`src/common/apt_pkg.sv`:
```
// constants and types for the converter pair trigger control block
package apt_pkg;

  // register byte offsets on the apb bus
  localparam logic [7:0] OFF_PAIR_CTRL_1 = 8'h00;
  localparam logic [7:0] OFF_PAIR_CTRL_2 = 8'h04;
  localparam logic [7:0] OFF_PAIR_CTRL_3 = 8'h08;
  localparam logic [7:0] OFF_IRQ_STATUS = 8'h0C;
  localparam logic [7:0] OFF_IRQ_MASK = 8'h10;
  localparam logic [7:0] OFF_GLOBAL_TRIG = 8'h14;
  localparam logic [7:0] OFF_ENGINE_STATUS = 8'h18;

  // field positions inside one pair byte
  localparam int SEL_LSB = 0;
  localparam int SEL_W = 5;
  localparam int SOFT_BIT = 5;
  localparam int PEND_BIT = 6;
  localparam int IRQEN_BIT = 7;
  localparam int BYTE_W = 8;
  localparam int PAIRS_PER_REG = 2;

  // number of the first pair held here; pairs below it live elsewhere
  localparam int FIRST_PAIR = 2;
  localparam int MAX_PAIRS = 5;

  // bit of the global trigger register and engine status fields
  localparam int GLOBAL_TRIG_BIT = 0;
  localparam int ENG_BUSY_BIT = 0;
  localparam int ENG_PAIR_LSB = 4;

  // reset values
  localparam logic [7:0] PAIR_BYTE_RST = 8'h00;
  localparam logic [31:0] RDATA_RST = 32'h0000_0000;

  // trigger source selector codes
  localparam logic [4:0] TRG_OFF = 5'h00;
  localparam logic [4:0] TRG_SOFT_OWN = 5'h01;
  localparam logic [4:0] TRG_SOFT_GLOBAL = 5'h02;
  localparam logic [4:0] TRG_PWM_SPECIAL = 5'h03;
  localparam logic [4:0] TRG_PWM_PRI_1 = 5'h04;
  localparam logic [4:0] TRG_TMR1 = 5'h0C;
  localparam logic [4:0] TRG_PWM_SEC_1 = 5'h0E;
  localparam logic [4:0] TRG_PWM_CL_1 = 5'h17;
  localparam logic [4:0] TRG_TMR2 = 5'h1F;
  localparam int NUM_PWM_GEN = 4;

  typedef enum logic [1:0] {
    ST_IDLE,
    ST_REQ,
    ST_BUSY
  } apt_state_t;

endpackage

```
`src/core/apt_pair_trigger.sv`:
```
// converter pair trigger control: selectors, pending flags, arbiter and apb registers
//
// Chosen here: the APB register port and the register offsets.
`timescale 1ns/1ps

// Contract
// - each pair has a 5-bit trigger selector; code zero disables the pair
// - code 1 picks the pair's own soft trigger, code 2 the global one
// - code 3 picks pwm special event; codes 4-7 pwm generator 1-4 primary
// - codes 14-17 hex 0E-11 pick pwm generator 1-4 secondary triggers
// - codes hex 17-1A pick pwm generator 1-4 current-limit triggers
// - code hex 0C starts on timer 1 period, hex 1F on timer 2 period
// - selected trigger sets pending; completion of the conversion clears it
// - soft trigger bit clears itself when pending gets set
// - soft trigger bit starts conversion only with a software selector
// - triggers for other pairs wait while the converter is busy; a trigger on a still-pending pair is dropped
// - with irq enable set, completion sets the status bit; irq rises only if the mask bit is also set
// - each register holds two pairs, odd pair high byte, even low byte
// - upper byte of the last pair's register is absent and reads zero
// - the last pair converts the internal and external reference inputs
module apt_pair_trigger #(
  parameter int NPAIR = apt_pkg::MAX_PAIRS
) (
  // clock and reset
  input wire logic pclk,
  input wire logic presetn,
  // apb slave
  input wire logic psel,
  input wire logic penable,
  input wire logic pwrite,
  input wire logic [7:0] paddr,
  input wire logic [31:0] pwdata,
  input wire logic [3:0] pstrb,
  output logic [31:0] prdata,
  output logic pready,
  output logic pslverr,
  // trigger events, one-cycle pulses from on-chip logic
  input wire logic pwm_special_trig,
  input wire logic [3:0] pwm_primary_trig,
  input wire logic [3:0] pwm_secondary_trig,
  input wire logic [3:0] pwm_climit_trig,
  input wire logic timer1_period_match,
  input wire logic timer2_period_match,
  // converter core handshake
  output logic conv_req,
  output logic [2:0] conv_pair,
  output logic conv_ref_inputs,
  input wire logic conv_ready,
  input wire logic conv_done,
  // interrupt
  output logic irq
);

  // refused at elaboration: the pair count must fit the register slots
  if (NPAIR < 1 || NPAIR > apt_pkg::MAX_PAIRS) begin : g_bad_npair
    $error("NPAIR must lie between 1 and the number of register slots");
  end

  localparam int PW = apt_pkg::SEL_W;

  // per-pair control state
  logic [PW-1:0] sel_r [NPAIR];
  logic [NPAIR-1:0] soft_r;
  logic [NPAIR-1:0] pend_r;
  logic [NPAIR-1:0] irqen_r;
  logic [NPAIR-1:0] sts_r;
  logic [NPAIR-1:0] mask_r;

  // engine state
  apt_pkg::apt_state_t state_r;
  logic [2:0] cur_r;
  logic conv_req_r;
  logic [2:0] conv_pair_r;
  logic conv_ref_r;
  logic irq_r;

  // bus state
  logic [31:0] prdata_r;
  logic pready_r;
  logic pslverr_r;
  logic [31:0] rd_nxt;
  logic addr_ok;

  // bus decode, trigger sources, arbiter pick and interrupt set nets
  logic setup_ph;
  logic wr_take;
  logic global_trig;
  logic [NPAIR-1:0] done_vec;
  logic [NPAIR-1:0] hit;
  logic [NPAIR-1:0] wr_byte;
  logic [NPAIR-1:0] wr_soft_one;
  logic [31:0] src_vec [NPAIR];
  logic [2:0] pick;
  logic pick_ok;
  logic [NPAIR-1:0] set_sts;

  assign setup_ph = psel & ~penable;
  // a write lands only on the edge where the slave shows pready
  assign wr_take = psel & penable & pready_r & pwrite & ~pslverr_r;

  assign global_trig = wr_take && (paddr == apt_pkg::OFF_GLOBAL_TRIG) &&
                       pstrb[0] && pwdata[apt_pkg::GLOBAL_TRIG_BIT];

  // register that belongs to pair p
  function automatic logic [7:0] pair_off(input int p);
    case (p / apt_pkg::PAIRS_PER_REG)
      0: pair_off = apt_pkg::OFF_PAIR_CTRL_1;
      1: pair_off = apt_pkg::OFF_PAIR_CTRL_2;
      default: pair_off = apt_pkg::OFF_PAIR_CTRL_3;
    endcase
  endfunction

  genvar g;
  generate
    for (g = 0; g < NPAIR; g++) begin : g_pair
      localparam int LANE = g % apt_pkg::PAIRS_PER_REG;
      localparam int LSB = LANE * apt_pkg::BYTE_W;

      assign wr_byte[g] = wr_take && (paddr == pair_off(g)) && pstrb[LANE];
      assign wr_soft_one[g] = wr_byte[g] && pwdata[LSB + apt_pkg::SOFT_BIT];
      assign done_vec[g] = conv_done && (state_r == apt_pkg::ST_BUSY) &&
                           (cur_r == 3'(g));

      // source table indexed by selector code; reserved codes stay low
      always_comb begin
        src_vec[g] = 32'h0000_0000;
        src_vec[g][apt_pkg::TRG_OFF] = 1'b0;
        src_vec[g][apt_pkg::TRG_SOFT_OWN] = soft_r[g];
        // the own soft bit also fires under the global code
        src_vec[g][apt_pkg::TRG_SOFT_GLOBAL] = global_trig | soft_r[g];
        src_vec[g][apt_pkg::TRG_PWM_SPECIAL] = pwm_special_trig;
        for (int k = 0; k < apt_pkg::NUM_PWM_GEN; k++) begin
          src_vec[g][apt_pkg::TRG_PWM_PRI_1 + 5'(k)] = pwm_primary_trig[k];
          src_vec[g][apt_pkg::TRG_PWM_SEC_1 + 5'(k)] = pwm_secondary_trig[k];
          src_vec[g][apt_pkg::TRG_PWM_CL_1 + 5'(k)] = pwm_climit_trig[k];
        end
        src_vec[g][apt_pkg::TRG_TMR1] = timer1_period_match;
        src_vec[g][apt_pkg::TRG_TMR2] = timer2_period_match;
      end

      // a trigger on a pending pair is absorbed unless its completion falls in the same cycle
      assign hit[g] = src_vec[g][sel_r[g]] & ~(pend_r[g] & ~done_vec[g]);

      always_ff @(posedge pclk or negedge presetn) begin
        if (!presetn) begin
          sel_r[g] <= apt_pkg::PAIR_BYTE_RST[PW-1:0];
          irqen_r[g] <= 1'b0;
        end else if (wr_byte[g]) begin
          sel_r[g] <= pwdata[LSB +: PW];
          irqen_r[g] <= pwdata[LSB + apt_pkg::IRQEN_BIT];
        end
      end

      // pending: set on hit, cleared by completion; the set wins
      always_ff @(posedge pclk or negedge presetn) begin
        if (!presetn) begin
          pend_r[g] <= 1'b0;
        end else if (hit[g]) begin
          pend_r[g] <= 1'b1;
        end else if (done_vec[g]) begin
          pend_r[g] <= 1'b0;
        end
      end

      // soft bit: a fresh write of one beats the self-clear
      always_ff @(posedge pclk or negedge presetn) begin
        if (!presetn) begin
          soft_r[g] <= 1'b0;
        end else if (wr_soft_one[g]) begin
          soft_r[g] <= 1'b1;
        end else if (hit[g] || wr_byte[g]) begin
          soft_r[g] <= 1'b0;
        end
      end
    end
  endgenerate

  // lowest pair number wins; others stay pending until the engine frees
  always_comb begin
    pick = 3'h0;
    pick_ok = 1'b0;
    for (int p = NPAIR - 1; p >= 0; p--) begin
      if (pend_r[p]) begin
        pick = 3'(p);
        pick_ok = 1'b1;
      end
    end
  end

  // request engine: one conversion outstanding at a time
  always_ff @(posedge pclk or negedge presetn) begin
    if (!presetn) begin
      state_r <= apt_pkg::ST_IDLE;
      cur_r <= 3'h0;
    end else begin
      case (state_r)
        apt_pkg::ST_IDLE: begin
          if (pick_ok) begin
            state_r <= apt_pkg::ST_REQ;
            cur_r <= pick;
          end
        end
        apt_pkg::ST_REQ: begin
          // held off while the core is still converting something else
          if (conv_ready) begin
            state_r <= apt_pkg::ST_BUSY;
          end
        end
        apt_pkg::ST_BUSY: begin
          if (conv_done) begin
            state_r <= apt_pkg::ST_IDLE;
          end
        end
        default: begin
          state_r <= apt_pkg::ST_IDLE;
        end
      endcase
    end
  end

  // converter request outputs straight from flops
  always_ff @(posedge pclk or negedge presetn) begin
    if (!presetn) begin
      conv_req_r <= 1'b0;
      conv_pair_r <= 3'h0;
      conv_ref_r <= 1'b0;
    end else if (state_r == apt_pkg::ST_IDLE && pick_ok) begin
      conv_req_r <= 1'b1;
      conv_pair_r <= 3'(pick + 3'(apt_pkg::FIRST_PAIR));
      // the last slot samples the two reference inputs, not pins
      conv_ref_r <= (pick == 3'(NPAIR - 1));
    end else if (state_r == apt_pkg::ST_REQ && conv_ready) begin
      conv_req_r <= 1'b0;
    end
  end

  // interrupt status: sticky, write one to clear, set wins
  always_comb begin
    for (int p = 0; p < NPAIR; p++) begin
      set_sts[p] = done_vec[p] & irqen_r[p];
    end
  end

  always_ff @(posedge pclk or negedge presetn) begin
    if (!presetn) begin
      sts_r <= '0;
    end else if (wr_take && paddr == apt_pkg::OFF_IRQ_STATUS && pstrb[0]) begin
      sts_r <= (sts_r & ~pwdata[NPAIR-1:0]) | set_sts;
    end else begin
      sts_r <= sts_r | set_sts;
    end
  end

  always_ff @(posedge pclk or negedge presetn) begin
    if (!presetn) begin
      mask_r <= '0;
    end else if (wr_take && paddr == apt_pkg::OFF_IRQ_MASK && pstrb[0]) begin
      mask_r <= pwdata[NPAIR-1:0];
    end
  end

  always_ff @(posedge pclk or negedge presetn) begin
    if (!presetn) begin
      irq_r <= 1'b0;
    end else begin
      irq_r <= |((sts_r | set_sts) & mask_r);
    end
  end

  // read mux; absent lanes read zero
  always_comb begin
    rd_nxt = 32'h0000_0000;
    addr_ok = 1'b1;
    case (paddr)
      apt_pkg::OFF_PAIR_CTRL_1, apt_pkg::OFF_PAIR_CTRL_2,
      apt_pkg::OFF_PAIR_CTRL_3: begin
        for (int p = 0; p < NPAIR; p++) begin
          if (paddr == pair_off(p)) begin
            // unfilled upper byte of the last register stays zero
            rd_nxt[(p % apt_pkg::PAIRS_PER_REG) * apt_pkg::BYTE_W +: apt_pkg::BYTE_W] =
              {irqen_r[p], pend_r[p], soft_r[p], sel_r[p]};
          end
        end
      end
      apt_pkg::OFF_IRQ_STATUS: rd_nxt[NPAIR-1:0] = sts_r;
      apt_pkg::OFF_IRQ_MASK: rd_nxt[NPAIR-1:0] = mask_r;
      apt_pkg::OFF_GLOBAL_TRIG: rd_nxt = 32'h0000_0000;
      apt_pkg::OFF_ENGINE_STATUS: begin
        rd_nxt[apt_pkg::ENG_BUSY_BIT] = (state_r != apt_pkg::ST_IDLE);
        rd_nxt[apt_pkg::ENG_PAIR_LSB +: 3] = 3'(cur_r + 3'(apt_pkg::FIRST_PAIR));
      end
      default: addr_ok = 1'b0;
    endcase
  end

  // apb answer: one access cycle, data and error set up during setup
  always_ff @(posedge pclk or negedge presetn) begin
    if (!presetn) begin
      prdata_r <= apt_pkg::RDATA_RST;
      pready_r <= 1'b0;
      pslverr_r <= 1'b0;
    end else if (setup_ph) begin
      prdata_r <= pwrite ? apt_pkg::RDATA_RST : rd_nxt;
      pready_r <= 1'b1;
      pslverr_r <= ~addr_ok;
    end else begin
      pready_r <= 1'b0;
      pslverr_r <= 1'b0;
    end
  end

  assign prdata = prdata_r;
  assign pready = pready_r;
  assign pslverr = pslverr_r;
  assign conv_req = conv_req_r;
  assign conv_pair = conv_pair_r;
  assign conv_ref_inputs = conv_ref_r;
  assign irq = irq_r;

endmodule

```
`config.mk`:
```
export PLATFORM = sky130hd
export DESIGN_NAME = apt_pair_trigger
export DESIGN_NICKNAME = d
export VERILOG_FILES = /design/src/common/apt_pkg.sv /design/src/core/apt_pair_trigger.sv
export SDC_FILE = /design/constraint.sdc
export NUM_CORES = 1
export LEC_CHECK = 0
export ABC_CLOCK_PERIOD_IN_PS = 2000
export BUFFER_PORTS_ARGS = -buffer_cell sky130_fd_sc_hd__buf_2
export CAP_MARGIN = 10
export CORE_ASPECT_RATIO = 0.6
export CORE_UTILIZATION = 55
export CTS_CLUSTER_SIZE = 20
export DETAILED_ROUTE_END_ITERATION = 10
export PLACE_DENSITY_LB_ADDON = 0.08
export SLEW_MARGIN = 20
export SYNTH_ARGS = -nofsm -noshare
export SYNTH_HDL_FRONTEND = slang
export SYNTH_SLANG_ARGS = --single-unit
```
`constraint.sdc`:
```
create_clock -name pclk -period 2 [get_ports pclk]
set_clock_uncertainty 0.1 [all_clocks]
set_input_delay 0.2 -clock pclk [delete_from_list [all_inputs] [get_ports pclk]]
set_output_delay 0.2 -clock pclk [all_outputs]
set_load 0.02 [all_outputs]
```
After elaboration in Yosys (flattened, before gate mapping)
Index checks and enable logic that the tools add are counted.
{"block": "word_totals", "output_inout_bits": 40, "input_bits": 66, "word_cells": 217, "ff_bits": 95}
{"block": "classes", "n_lt_le_gt_ge": 5, "mux": 64, "n_reduce_logical": 53, "n_addsub": 2, "n_eq_ne": 19, "bitwise_logic": 43}
{"operator": "$mux 8", "n": 8}
{"operator": "$mux 1", "n": 35}
{"operator": "$lt 5x6->1 const B", "n": 5}
{"operator": "$logic_and 1x1->1", "n": 28}
{"operator": "$bmux 1 s5", "n": 5}
{"operator": "$eq 8x5->1 const B", "n": 3}
{"operator": "$eq 8x8->1", "n": 3}
{"operator": "$reduce_bool 2->1", "n": 12}
{"operator": "$and 1x1->1", "n": 20}
{"operator": "$eq 8x4->1 const B", "n": 2}
{"operator": "$mux 16", "n": 1}
{"operator": "$mux 3", "n": 5}
{"operator": "$not 1->1", "n": 13}
{"operator": "$and 5x5->5", "n": 2}
{"operator": "$or 5x5->5", "n": 2}
{"operator": "$mux 9", "n": 1}
{"operator": "$pmux 3 s3", "n": 1}
{"operator": "$eq 8x3->1 const B", "n": 1}
{"operator": "$logic_not 8->1", "n": 1}
{"operator": "$pmux 1 s4", "n": 2}
{"operator": "$reduce_or 7->1", "n": 1}
{"operator": "$add 3x2->3 const B", "n": 2}
{"operator": "$eq 3x2->1 const B", "n": 2}
{"operator": "$eq 3x3->1 const B", "n": 2}
{"operator": "other kinds (17)", "n": 29}

Depth between registers and ports, before layout
Gate-level depths: netlist of the first run.
{"block": "logic_depth", "word_depth": 14, "mapped_depth": 6, "ltp_nobuf": 5}

Worst setup path before layout of the first run
OpenSTA, ideal clock, no wires.
{"block": "synth_path", "path_kind": "reg-to-reg", "start": "register pready_r, in the netlist pready", "end": "register irqen_r[4]", "required_time_ns": 1.775, "stages_incl_launch_ff": 5, "path_slack_ns": 0.065, "setup_ns": 0.125, "t_arrival_ns": 1.710, "path_buffers": 0, "period_less_slack_ns": 1.935, "cell_sequence": "dfrtp_1 > and3_1 > nand4b_1 > nor3_2 > mux2_2"}
{"block": "synth_between", "elab_chain_cells": 5}
{"item": "from (decl)", "line_no": "apt_pair_trigger.sv:79", "source": "logic pready_r;"}
{"item": "from (signal assigned)", "line_no": "apt_pair_trigger.sv:300", "source": "pready_r <= 1'b0;"}
{"item": "from (signal assigned)", "line_no": "apt_pair_trigger.sv:304", "source": "pready_r <= 1'b1;"}
{"item": "from (signal assigned)", "line_no": "apt_pair_trigger.sv:307", "source": "pready_r <= 1'b0;"}
{"item": "$and 1x1->1 (3 in a row)", "line_no": "apt_pair_trigger.sv:99", "source": "assign wr_take = psel & penable & pready_r & pwrite & ~pslverr_r;"}
{"item": "$logic_and 1x1->1 (2 in a row)", "line_no": "apt_pair_trigger.sv:119", "source": "assign wr_byte[g] = wr_take && (paddr == pair_off(g)) && pstrb[LANE];"}
{"item": "to (signal, indexed assignment)", "line_no": "apt_pair_trigger.sv:150", "source": "irqen_r[g] <= pwdata[LSB + apt_pkg::IRQEN_BIT];"}
{"item": "to (decl)", "line_no": "apt_pair_trigger.sv:65", "source": "logic [NPAIR-1:0] irqen_r;"}
Every way passes these cells.
A chain may end at the register's enable or synchronous reset.

Final worst setup path of the first run
{"block": "layout_path", "start": "register sel_r[20] (netlist name)", "end": "register soft_r[0]"}
{"block": "layout_between", "elab_chain_cells": 5}
{"item": "from (decl)", "line_no": "apt_pair_trigger.sv:62", "source": "logic [PW-1:0] sel_r [NPAIR];"}
{"item": "from (signal, indexed assignment)", "line_no": "apt_pair_trigger.sv:146", "source": "sel_r[g] <= apt_pkg::PAIR_BYTE_RST[PW-1:0];"}
{"item": "from (signal, indexed assignment)", "line_no": "apt_pair_trigger.sv:149", "source": "sel_r[g] <= pwdata[LSB +: PW];"}
{"item": "$bmux 1 s5", "line_no": "apt_pair_trigger.sv:142", "source": "assign hit[g] = src_vec[g][sel_r[g]] & ~(pend_r[g] & ~done_vec[g]);"}
{"item": "$mux 1 (implied by the code)", "line_no": "apt_pair_trigger.sv:142"}
{"item": "$and 1x1->1", "line_no": "apt_pair_trigger.sv:142"}
{"item": "$logic_or 1x1->1", "line_no": "apt_pair_trigger.sv:171", "source": "end else if (hit[g] || wr_byte[g]) begin"}
{"item": "$reduce_bool 2->1 (no source line)"}
{"item": "to (signal, indexed assignment)", "line_no": "apt_pair_trigger.sv:168", "source": "soft_r[g] <= 1'b0;"}
{"item": "to (signal, indexed assignment)", "line_no": "apt_pair_trigger.sv:170", "source": "soft_r[g] <= 1'b1;"}
{"item": "to (signal, indexed assignment)", "line_no": "apt_pair_trigger.sv:172", "source": "soft_r[g] <= 1'b0;"}
{"item": "to (decl)", "line_no": "apt_pair_trigger.sv:63", "source": "logic [NPAIR-1:0] soft_r;"}
Every way passes these cells. The select of a mux whose other input is x is not followed.

==> out/qor.yml, run 1 <==
synth_area_um2: 4740
path_depth: 6
drc: 0
placed_cells: 673
path_buf_inv: 1
timing.reg2reg.setup_slack_ns: 0.06
p_leak_nw: 2.68
worstPathRequired_ns: 2.12
drt_iter0_markers: 507
die_h_um: 73.9
r2r_end: "soft_r[0]$_DFFE_PN0P_"
critPathArrivalTime_ns: 2.06
dieArea_um2: 9000
dr_total_vias: 4350
swShare_pct: 30.7
max-clock-path-buffers: 2
cts-root-buf: "clkbuf_16"
yosysWarnings: 0
path_class: "reg2reg"
grtUsageTotal_pct: 33.8
dpl_cell_area_um2: 5450
io_buffers: 69
path_max_fanout: 6
holdCritPathClass: "in2reg"
synth.distinct_cells: 60
drive_gt1_share_pct: 34.0
netlist_top_cells_area: "dfrtp_1 (41%), mux2_2 (7.8%), mux2i_1 (4.0%), nand2_1 (3.7%), buf_4 (3.3%)"
grt_overflow_total: 0
cts_tree: "done"
syn_inst: 474
fin_area_um2: 5810
wl_per_cell_um: 20.7
clkPwrFrac_pct: 39.0
clk_pin_slew_ns: 0.06
synth_common_cells: "dfrtp_1 (78), nand2_1 (47), mux2_2 (33)"
setup_tns_ns: 0
cts_sinks: 78
grt_pass1_vias: 3946
postSynthAreaPerCell_um2: 10.0
synth_edf_count: 0
synth_top_area_share_pct: 41.2
diodes: 0
ctsHtreeMaxLevel: 3
cap_viol_max_count: 0
seq_power_share_pct: 43.8
ys_seq_area_share_pct: 41.2
max_freq_mhz: 514
io_pins: 106
firstDrtPassIters: 5
hold_viol: 1
via_per_inst: 6.27
slowest_stage: "or4_4"
core_um2: 8100
grt_setup_unrepaired: "false"
status: "finished, violations left"
n_fill_cell: 628
finalSetupViolations: 0
p_int_mw: 2.78
antenna_found_initial: 0
ys_ff_latch: 78
cpPeakStageDelay_ns: 0.50
drv_slew: 0
ant_nets: 0
gp_congestion: 0.923
holdWs_ns: -0.000376
clk-insertion-delay-late_ns: 0.35
path_cells: "buf_2, mux2i_1, and3_1, or4_4, a32oi_2, o32ai_1"
yosys.area.top_type: "dfrtp_1"
stdcell_count: 694
p_sw_mw: 1.23
yosysMostFrequentCell: "dfrtp_1"
reg2reg_from: "sel_r[20]$_DFFE_PN0P_"
totalWireLength_mm: 14.4
crit_family: "simple AND/OR/NAND/NOR gates"
final_nets: 647
final.period_utilization_pct: 97.2
start_util_pct: 58.5
powerDensity_nw_per_um2: 691
rows: 25
rr_worst_depth: 6
cts_made_buffers: 9
share_comb_of_total_power_pct: 17.2
failed_checks: "hold timing"
place_hpwl_mm: 11.1
grt_start_max_net_pins: 51
critPathLaunch: "sel_r[20]$_DFFE_PN0P_"
grt_pass1_wl_mm: 22.0
dieWidth_um: 122
hold_depth: 2
cp-start-kind: "flop"
cp-endpoint: "soft_r[0]$_DFFE_PN0P_"
cp-end-kind: "flop"
syn_to_final_growth_pct: 22.5
period_needed_ns: 1.94
peakVddDrop_uv: 535
async_flop_share_pct: 100
synth_flop_cell: "dfrtp_1"
through the flow:
step	util [%]	setup slack, ns	power [mW]	hold slack (ns)
after floorplan	-	0.0653	2.18	-0.196
after global placement	67.2	0.0281	2.43	0.0443
after detailed placement	67.2	-0.0176	2.45	0.0524
after CTS	71.2	0.00990	4.01	0.000138
after global routing	71.7	0.00317	4.15	0.00855
final	71.7	0.0554	4.01	-0.000376
logic make-up after synthesis:
group	after synthesis	synth area share, %
muxes	60	14.9
AOI/OAI and AO/OA	112	16.5
xor gates and xnor gates	1	0.185
other	1	0.0791
and+or+nand+nor	172	21.3
DFF	78	41.2
buffers and inverters	50	5.89
how the worst min path moves through the flow:
stage                from                       end  slack [ns]
5_1_grt        pwdata[10]     sel_r[17]$_DFFE_PN0P_       0.009
3_3_place_gp      presetn    prdata[13]$_DFFE_PN0P_        0.04
3_5_place_dp      presetn    prdata[13]$_DFFE_PN0P_        0.05
4_1_cts        conv_ready    state_r[0]$_DFFE_PN0P_      0.0001
2_1_floorplan     presetn  conv_pair[1]$_DFFE_PN0P_       -0.20
6_report        pwdata[9]      sel_r[6]$_DFFE_PN0P_     -0.0004
routing by layer:
layer	vias to the layer above	global-route usage (%)	part of all wire, %
met5	-	0	0
met4	0	9.47	1.4
met3	17	9.32	11
met2	268	44.9	39
met1	2081	52.6	48
li1	1984	-	-
area by class of cell:
type | count | area (um^2) | area share [%]
tap | 108 | 135 | 2.33
inverter | 12 | 45.0 | 0.776
timing repair buffer | 119 | 793 | 13.7
clock buffer | 9 | 225 | 3.88
clock inverter | 7 | 56.3 | 0.970
sequential | 78 | 1960 | 33.7
multi-input combinational | 361 | 2590 | 44.7
registers in the layout, summed over array words and instances, names as in the netlist:
| register | cells |
|---|---|
| sel_r | 25 |
| prdata | 16 |
| irqen_r | 5 |
| mask_r | 5 |
| pend_r | 5 |
| soft_r | 5 |
| sts_r | 5 |
| cur_r | 3 |
| conv_pair | 2 |
| state_r | 2 |
| conv_ref_inputs | 1 |
| conv_req | 1 |
| irq | 1 |
| pready | 1 |
| pslverr | 1 |
power groups by stage:
stage,combinational [mW],clock [mW],sequential [mW]
2_1_floorplan,0.362,0,1.82
3_5_place_dp,0.676,0,1.78
3_3_place_gp,0.661,0,1.77
4_1_cts,0.682,1.57,1.75
6_report,0.689,1.56,1.76
5_1_grt,0.749,1.63,1.77
what timing repair did:
action	4_1_cts	5_1_grt
hold buffers	4	0
buffers inserted	0	1
pin swaps	0	3
setup endpoints to repair	2	7
hold endpoints to repair	33	0
resized for setup	2	18
cells in the final DEF, fill, tap and decap left out, types with 4 or more instances in the layout:
master,instances
a221oi_1,6
a21boi_0,4
conb_1,16
a2111oi_0,4
a22oi_1,10
dfrtp_1,73
nand2b_1,11
nor3_1,8
mux4_2,5
buf_4,41
nor2b_1,9
and3_1,11
o31ai_1,9
mux2_2,33
dfrtp_2,5
buf_12,5
clkbuf_16,9
nand3_1,9
or2_2,4
nand2_1,47
mux2i_1,19
or3_1,8
inv_1,11
o21ai_0,27
dlygate4sd3_1,4
nor2_1,21
nand4b_1,4
buf_2,69
or3b_2,5
a21oi_1,13
o311ai_1,7
nand4_1,9
a311oi_1,5
No activity file was read; power rests on OpenSTA's default activity.
==> inputs of run 2 (changes only) <==
Settings changed: PLACE_DENSITY_LB_ADDON 0.08 to 0.2.
==> run 2 against run 1 <==
  * The run now ends clean
  * Sequential cell count is the same
  * Design area grew 0.69%
  * Critical endpoint is now prdata[1]$_DFFE_PN0P_
  * Die area is the same
  * Power grew 2.6%
  * Combinational power grew 6.4%
==> out/qor.yml, run 2 (same netlist as run 1, synthesis figures left out) <==
grtUsageTotal_pct: 34.8  # +1.1 points
place_ws_ns: -0.0155  # +0.00214 ns
drv_slew: 0  # unchanged
core_um2: 8100  # unchanged
grt_setup_unrepaired: "false"
syn_to_final_growth_pct: 23.3
setup_slack_ns: 0.0496  # -0.00586 ns
critPathArrivalTime_ns: 2.07  # about the same
largest_reg_flops: 25  # unchanged
totalWireLength_mm: 14.8  # +2.8%
placed_cells: 679  # +0.89%
path_max_fanout: 12  # +6
final_nets: 654  # +1.1%
rows: 25  # unchanged
stdcell_count: 700  # +0.86%
path_class: "reg2reg"
drc: 0  # unchanged
drive_gt1_share_pct: 34.3  # +0.33 points
io_buffers: 69  # unchanged
period_needed_ns: 1.95  # +0.00586 ns
finalSetupViolations: 0  # unchanged
max-clock-path-buffers: 2  # unchanged
clk-insertion-delay-late_ns: 0.34  # about the same
r2r_end: "prdata[1]$_DFFE_PN0P_"
drt_iter0_markers: 602  # +19%
holdCritPathClass: "in2reg"
peakVddDrop_uv: 447  # -16%
powerDensity_nw_per_um2: 704  # +1.9%
hold_depth: 2  # unchanged
place_hpwl_mm: 11.2  # +1.3%
n_fill_cell: 628  # unchanged
antenna_found_initial: 0  # unchanged
rr_worst_depth: 4  # -2
firstDrtPassIters: 7  # +2
clk_pin_slew_ns: 0.06  # about the same
grt_overflow_total: 0  # unchanged
hold_viol: 0  # -1
dr_total_vias: 4511  # +3.7%
via_per_inst: 6.44  # +2.8%
cts-root-buf: "clkbuf_16"
start_util_pct: 58.5  # unchanged
grt_pass1_wl_mm: 22.7  # +3.3%
fin_area_um2: 5850  # +0.69%
cts_sinks: 78  # unchanged
timing.reg2reg.setup_slack_ns: 0.05  # about the same
power_mw: 4.11  # +2.6%
die_h_um: 73.9  # unchanged
wl_per_cell_um: 21.1  # +1.9%
cp-start-kind: "flop"
dieArea_um2: 9000  # unchanged
diodes: 0  # unchanged
grt_pass1_vias: 4193  # +6.3%
io_pins: 106  # unchanged
cts_tree: "done"
cts_made_buffers: 9  # unchanged
p_leak_nw: 2.71  # +1.4%
ctsHtreeMaxLevel: 3  # unchanged
status: "finished, final reports clean"
cap_viol_max_count: 0  # unchanged
worstHoldStart: "pwdata[10]"
gp_congestion: 0.903  # -2.2%
final_common_cell: "dfrtp_1"
dieWidth_um: 122  # unchanged
final.period_utilization_pct: 97.5  # +0.29 points
top_register: "sel_r"
max_freq_mhz: 513  # -0.30%
ant_nets: 0  # unchanged
cp-end-kind: "flop"
worstMarginPinSlew_ns: 0.479
worstPathRequired_ns: 2.12  # about the same
whs_endpoint: "sel_r[7]$_DFFE_PN0P_"
dpl_cell_area_um2: 5480  # +0.60%
layout_common_cells: "dfrtp_1 (73), buf_2 (68), buf_4 (50), nand2_1 (47), mux2_2 (33)"
reg2reg_from: "sel_r[1]$_DFFE_PN0P_"
grt_start_max_net_pins: 52  # +2.0%
setup_tns_ns: 0  # unchanged
relSlewSlack_pct: 67.3
-- run 2: critical path, stage by stage (launching register included) --
cell and delay (ns):
dfrtp_1 0.51, or3_1 0.35, mux4_2 0.47, a22oi_1 0.28, o21ai_0 0.12
-- run 2: what timing repair did --
action                                  in CTS  in global routing
resized for setup                            3                 10
endpoints found under the setup margin       3                  5
hold buffers                                 4                  0
setup buffers                                0                  2
endpoints found under the hold margin       30                  0
pin swaps                                    0                  2
-- run 2: cell type report --
| class | instances | area [um^2] | area share [%] |
|---|---|---|---|
| Tap cell | 108 | 135 | 2.31 |
| Clock buffer | 10 | 229 | 3.92 |
| Inverter | 12 | 45.0 | 0.771 |
| Sequential cell | 78 | 1960 | 33.5 |
| Clock inverter | 5 | 58.8 | 1.01 |
| Timing Repair Buffer | 126 | 836 | 14.3 |
| Multi-Input combinational cell | 361 | 2580 | 44.2 |
-- run 2: worst max-delay path by stage --
stage / startpoint / end / slack (ns) / depth (start not counted)
after CTS: sel_r[0]$_DFFE_PN0P_ / soft_r[4]$_DFFE_PN0P_ / 0.003 / 6
final: sel_r[1]$_DFFE_PN0P_ / prdata[1]$_DFFE_PN0P_ / 0.05 / 4
after global placement: sel_r[15]$_DFFE_PN0P_ / soft_r[1]$_DFFE_PN0P_ / 0.05 / 6
after floorplan: pready$_DFF_PN0_ / irqen_r[4]$_DFFE_PN0P_ / 0.07 / 4
after detailed placement: sel_r[10]$_DFFE_PN0P_ / soft_r[2]$_DFFE_PN0P_ / -0.02 / 6
after global routing: sel_r[15]$_DFFE_PN0P_ / soft_r[1]$_DFFE_PN0P_ / 0.005 / 6
-- run 2: layer usage --
layer	global-route usage [%]	part of all wire, %	vias up	wire length, um
met5	0	0	-	0
met2	48.4	41	313	5990
met4	8.09	1.2	0	184
met3	10.8	13	21	1910
li1	-	-	1992	-
met1	52.6	45	2185	6670
-- run 2: where the power goes --
group / switching (mW) / internal, mW / leakage, nW
combinational: 0.450 / 0.283 / 1.54
clock: 0.668 / 0.962 / 0.135
sequential: 0.0876 / 1.66 / 1.04
-- run 2: metrics by stage --
stage,hold slack [ns],utilization (%)
CTS,0.00174,71.7
floorplan,-0.196,-
detailed placement,0.0401,67.6
global route,0.0100,72.2
finish,0.00199,72.2
global placement,0.0395,67.6
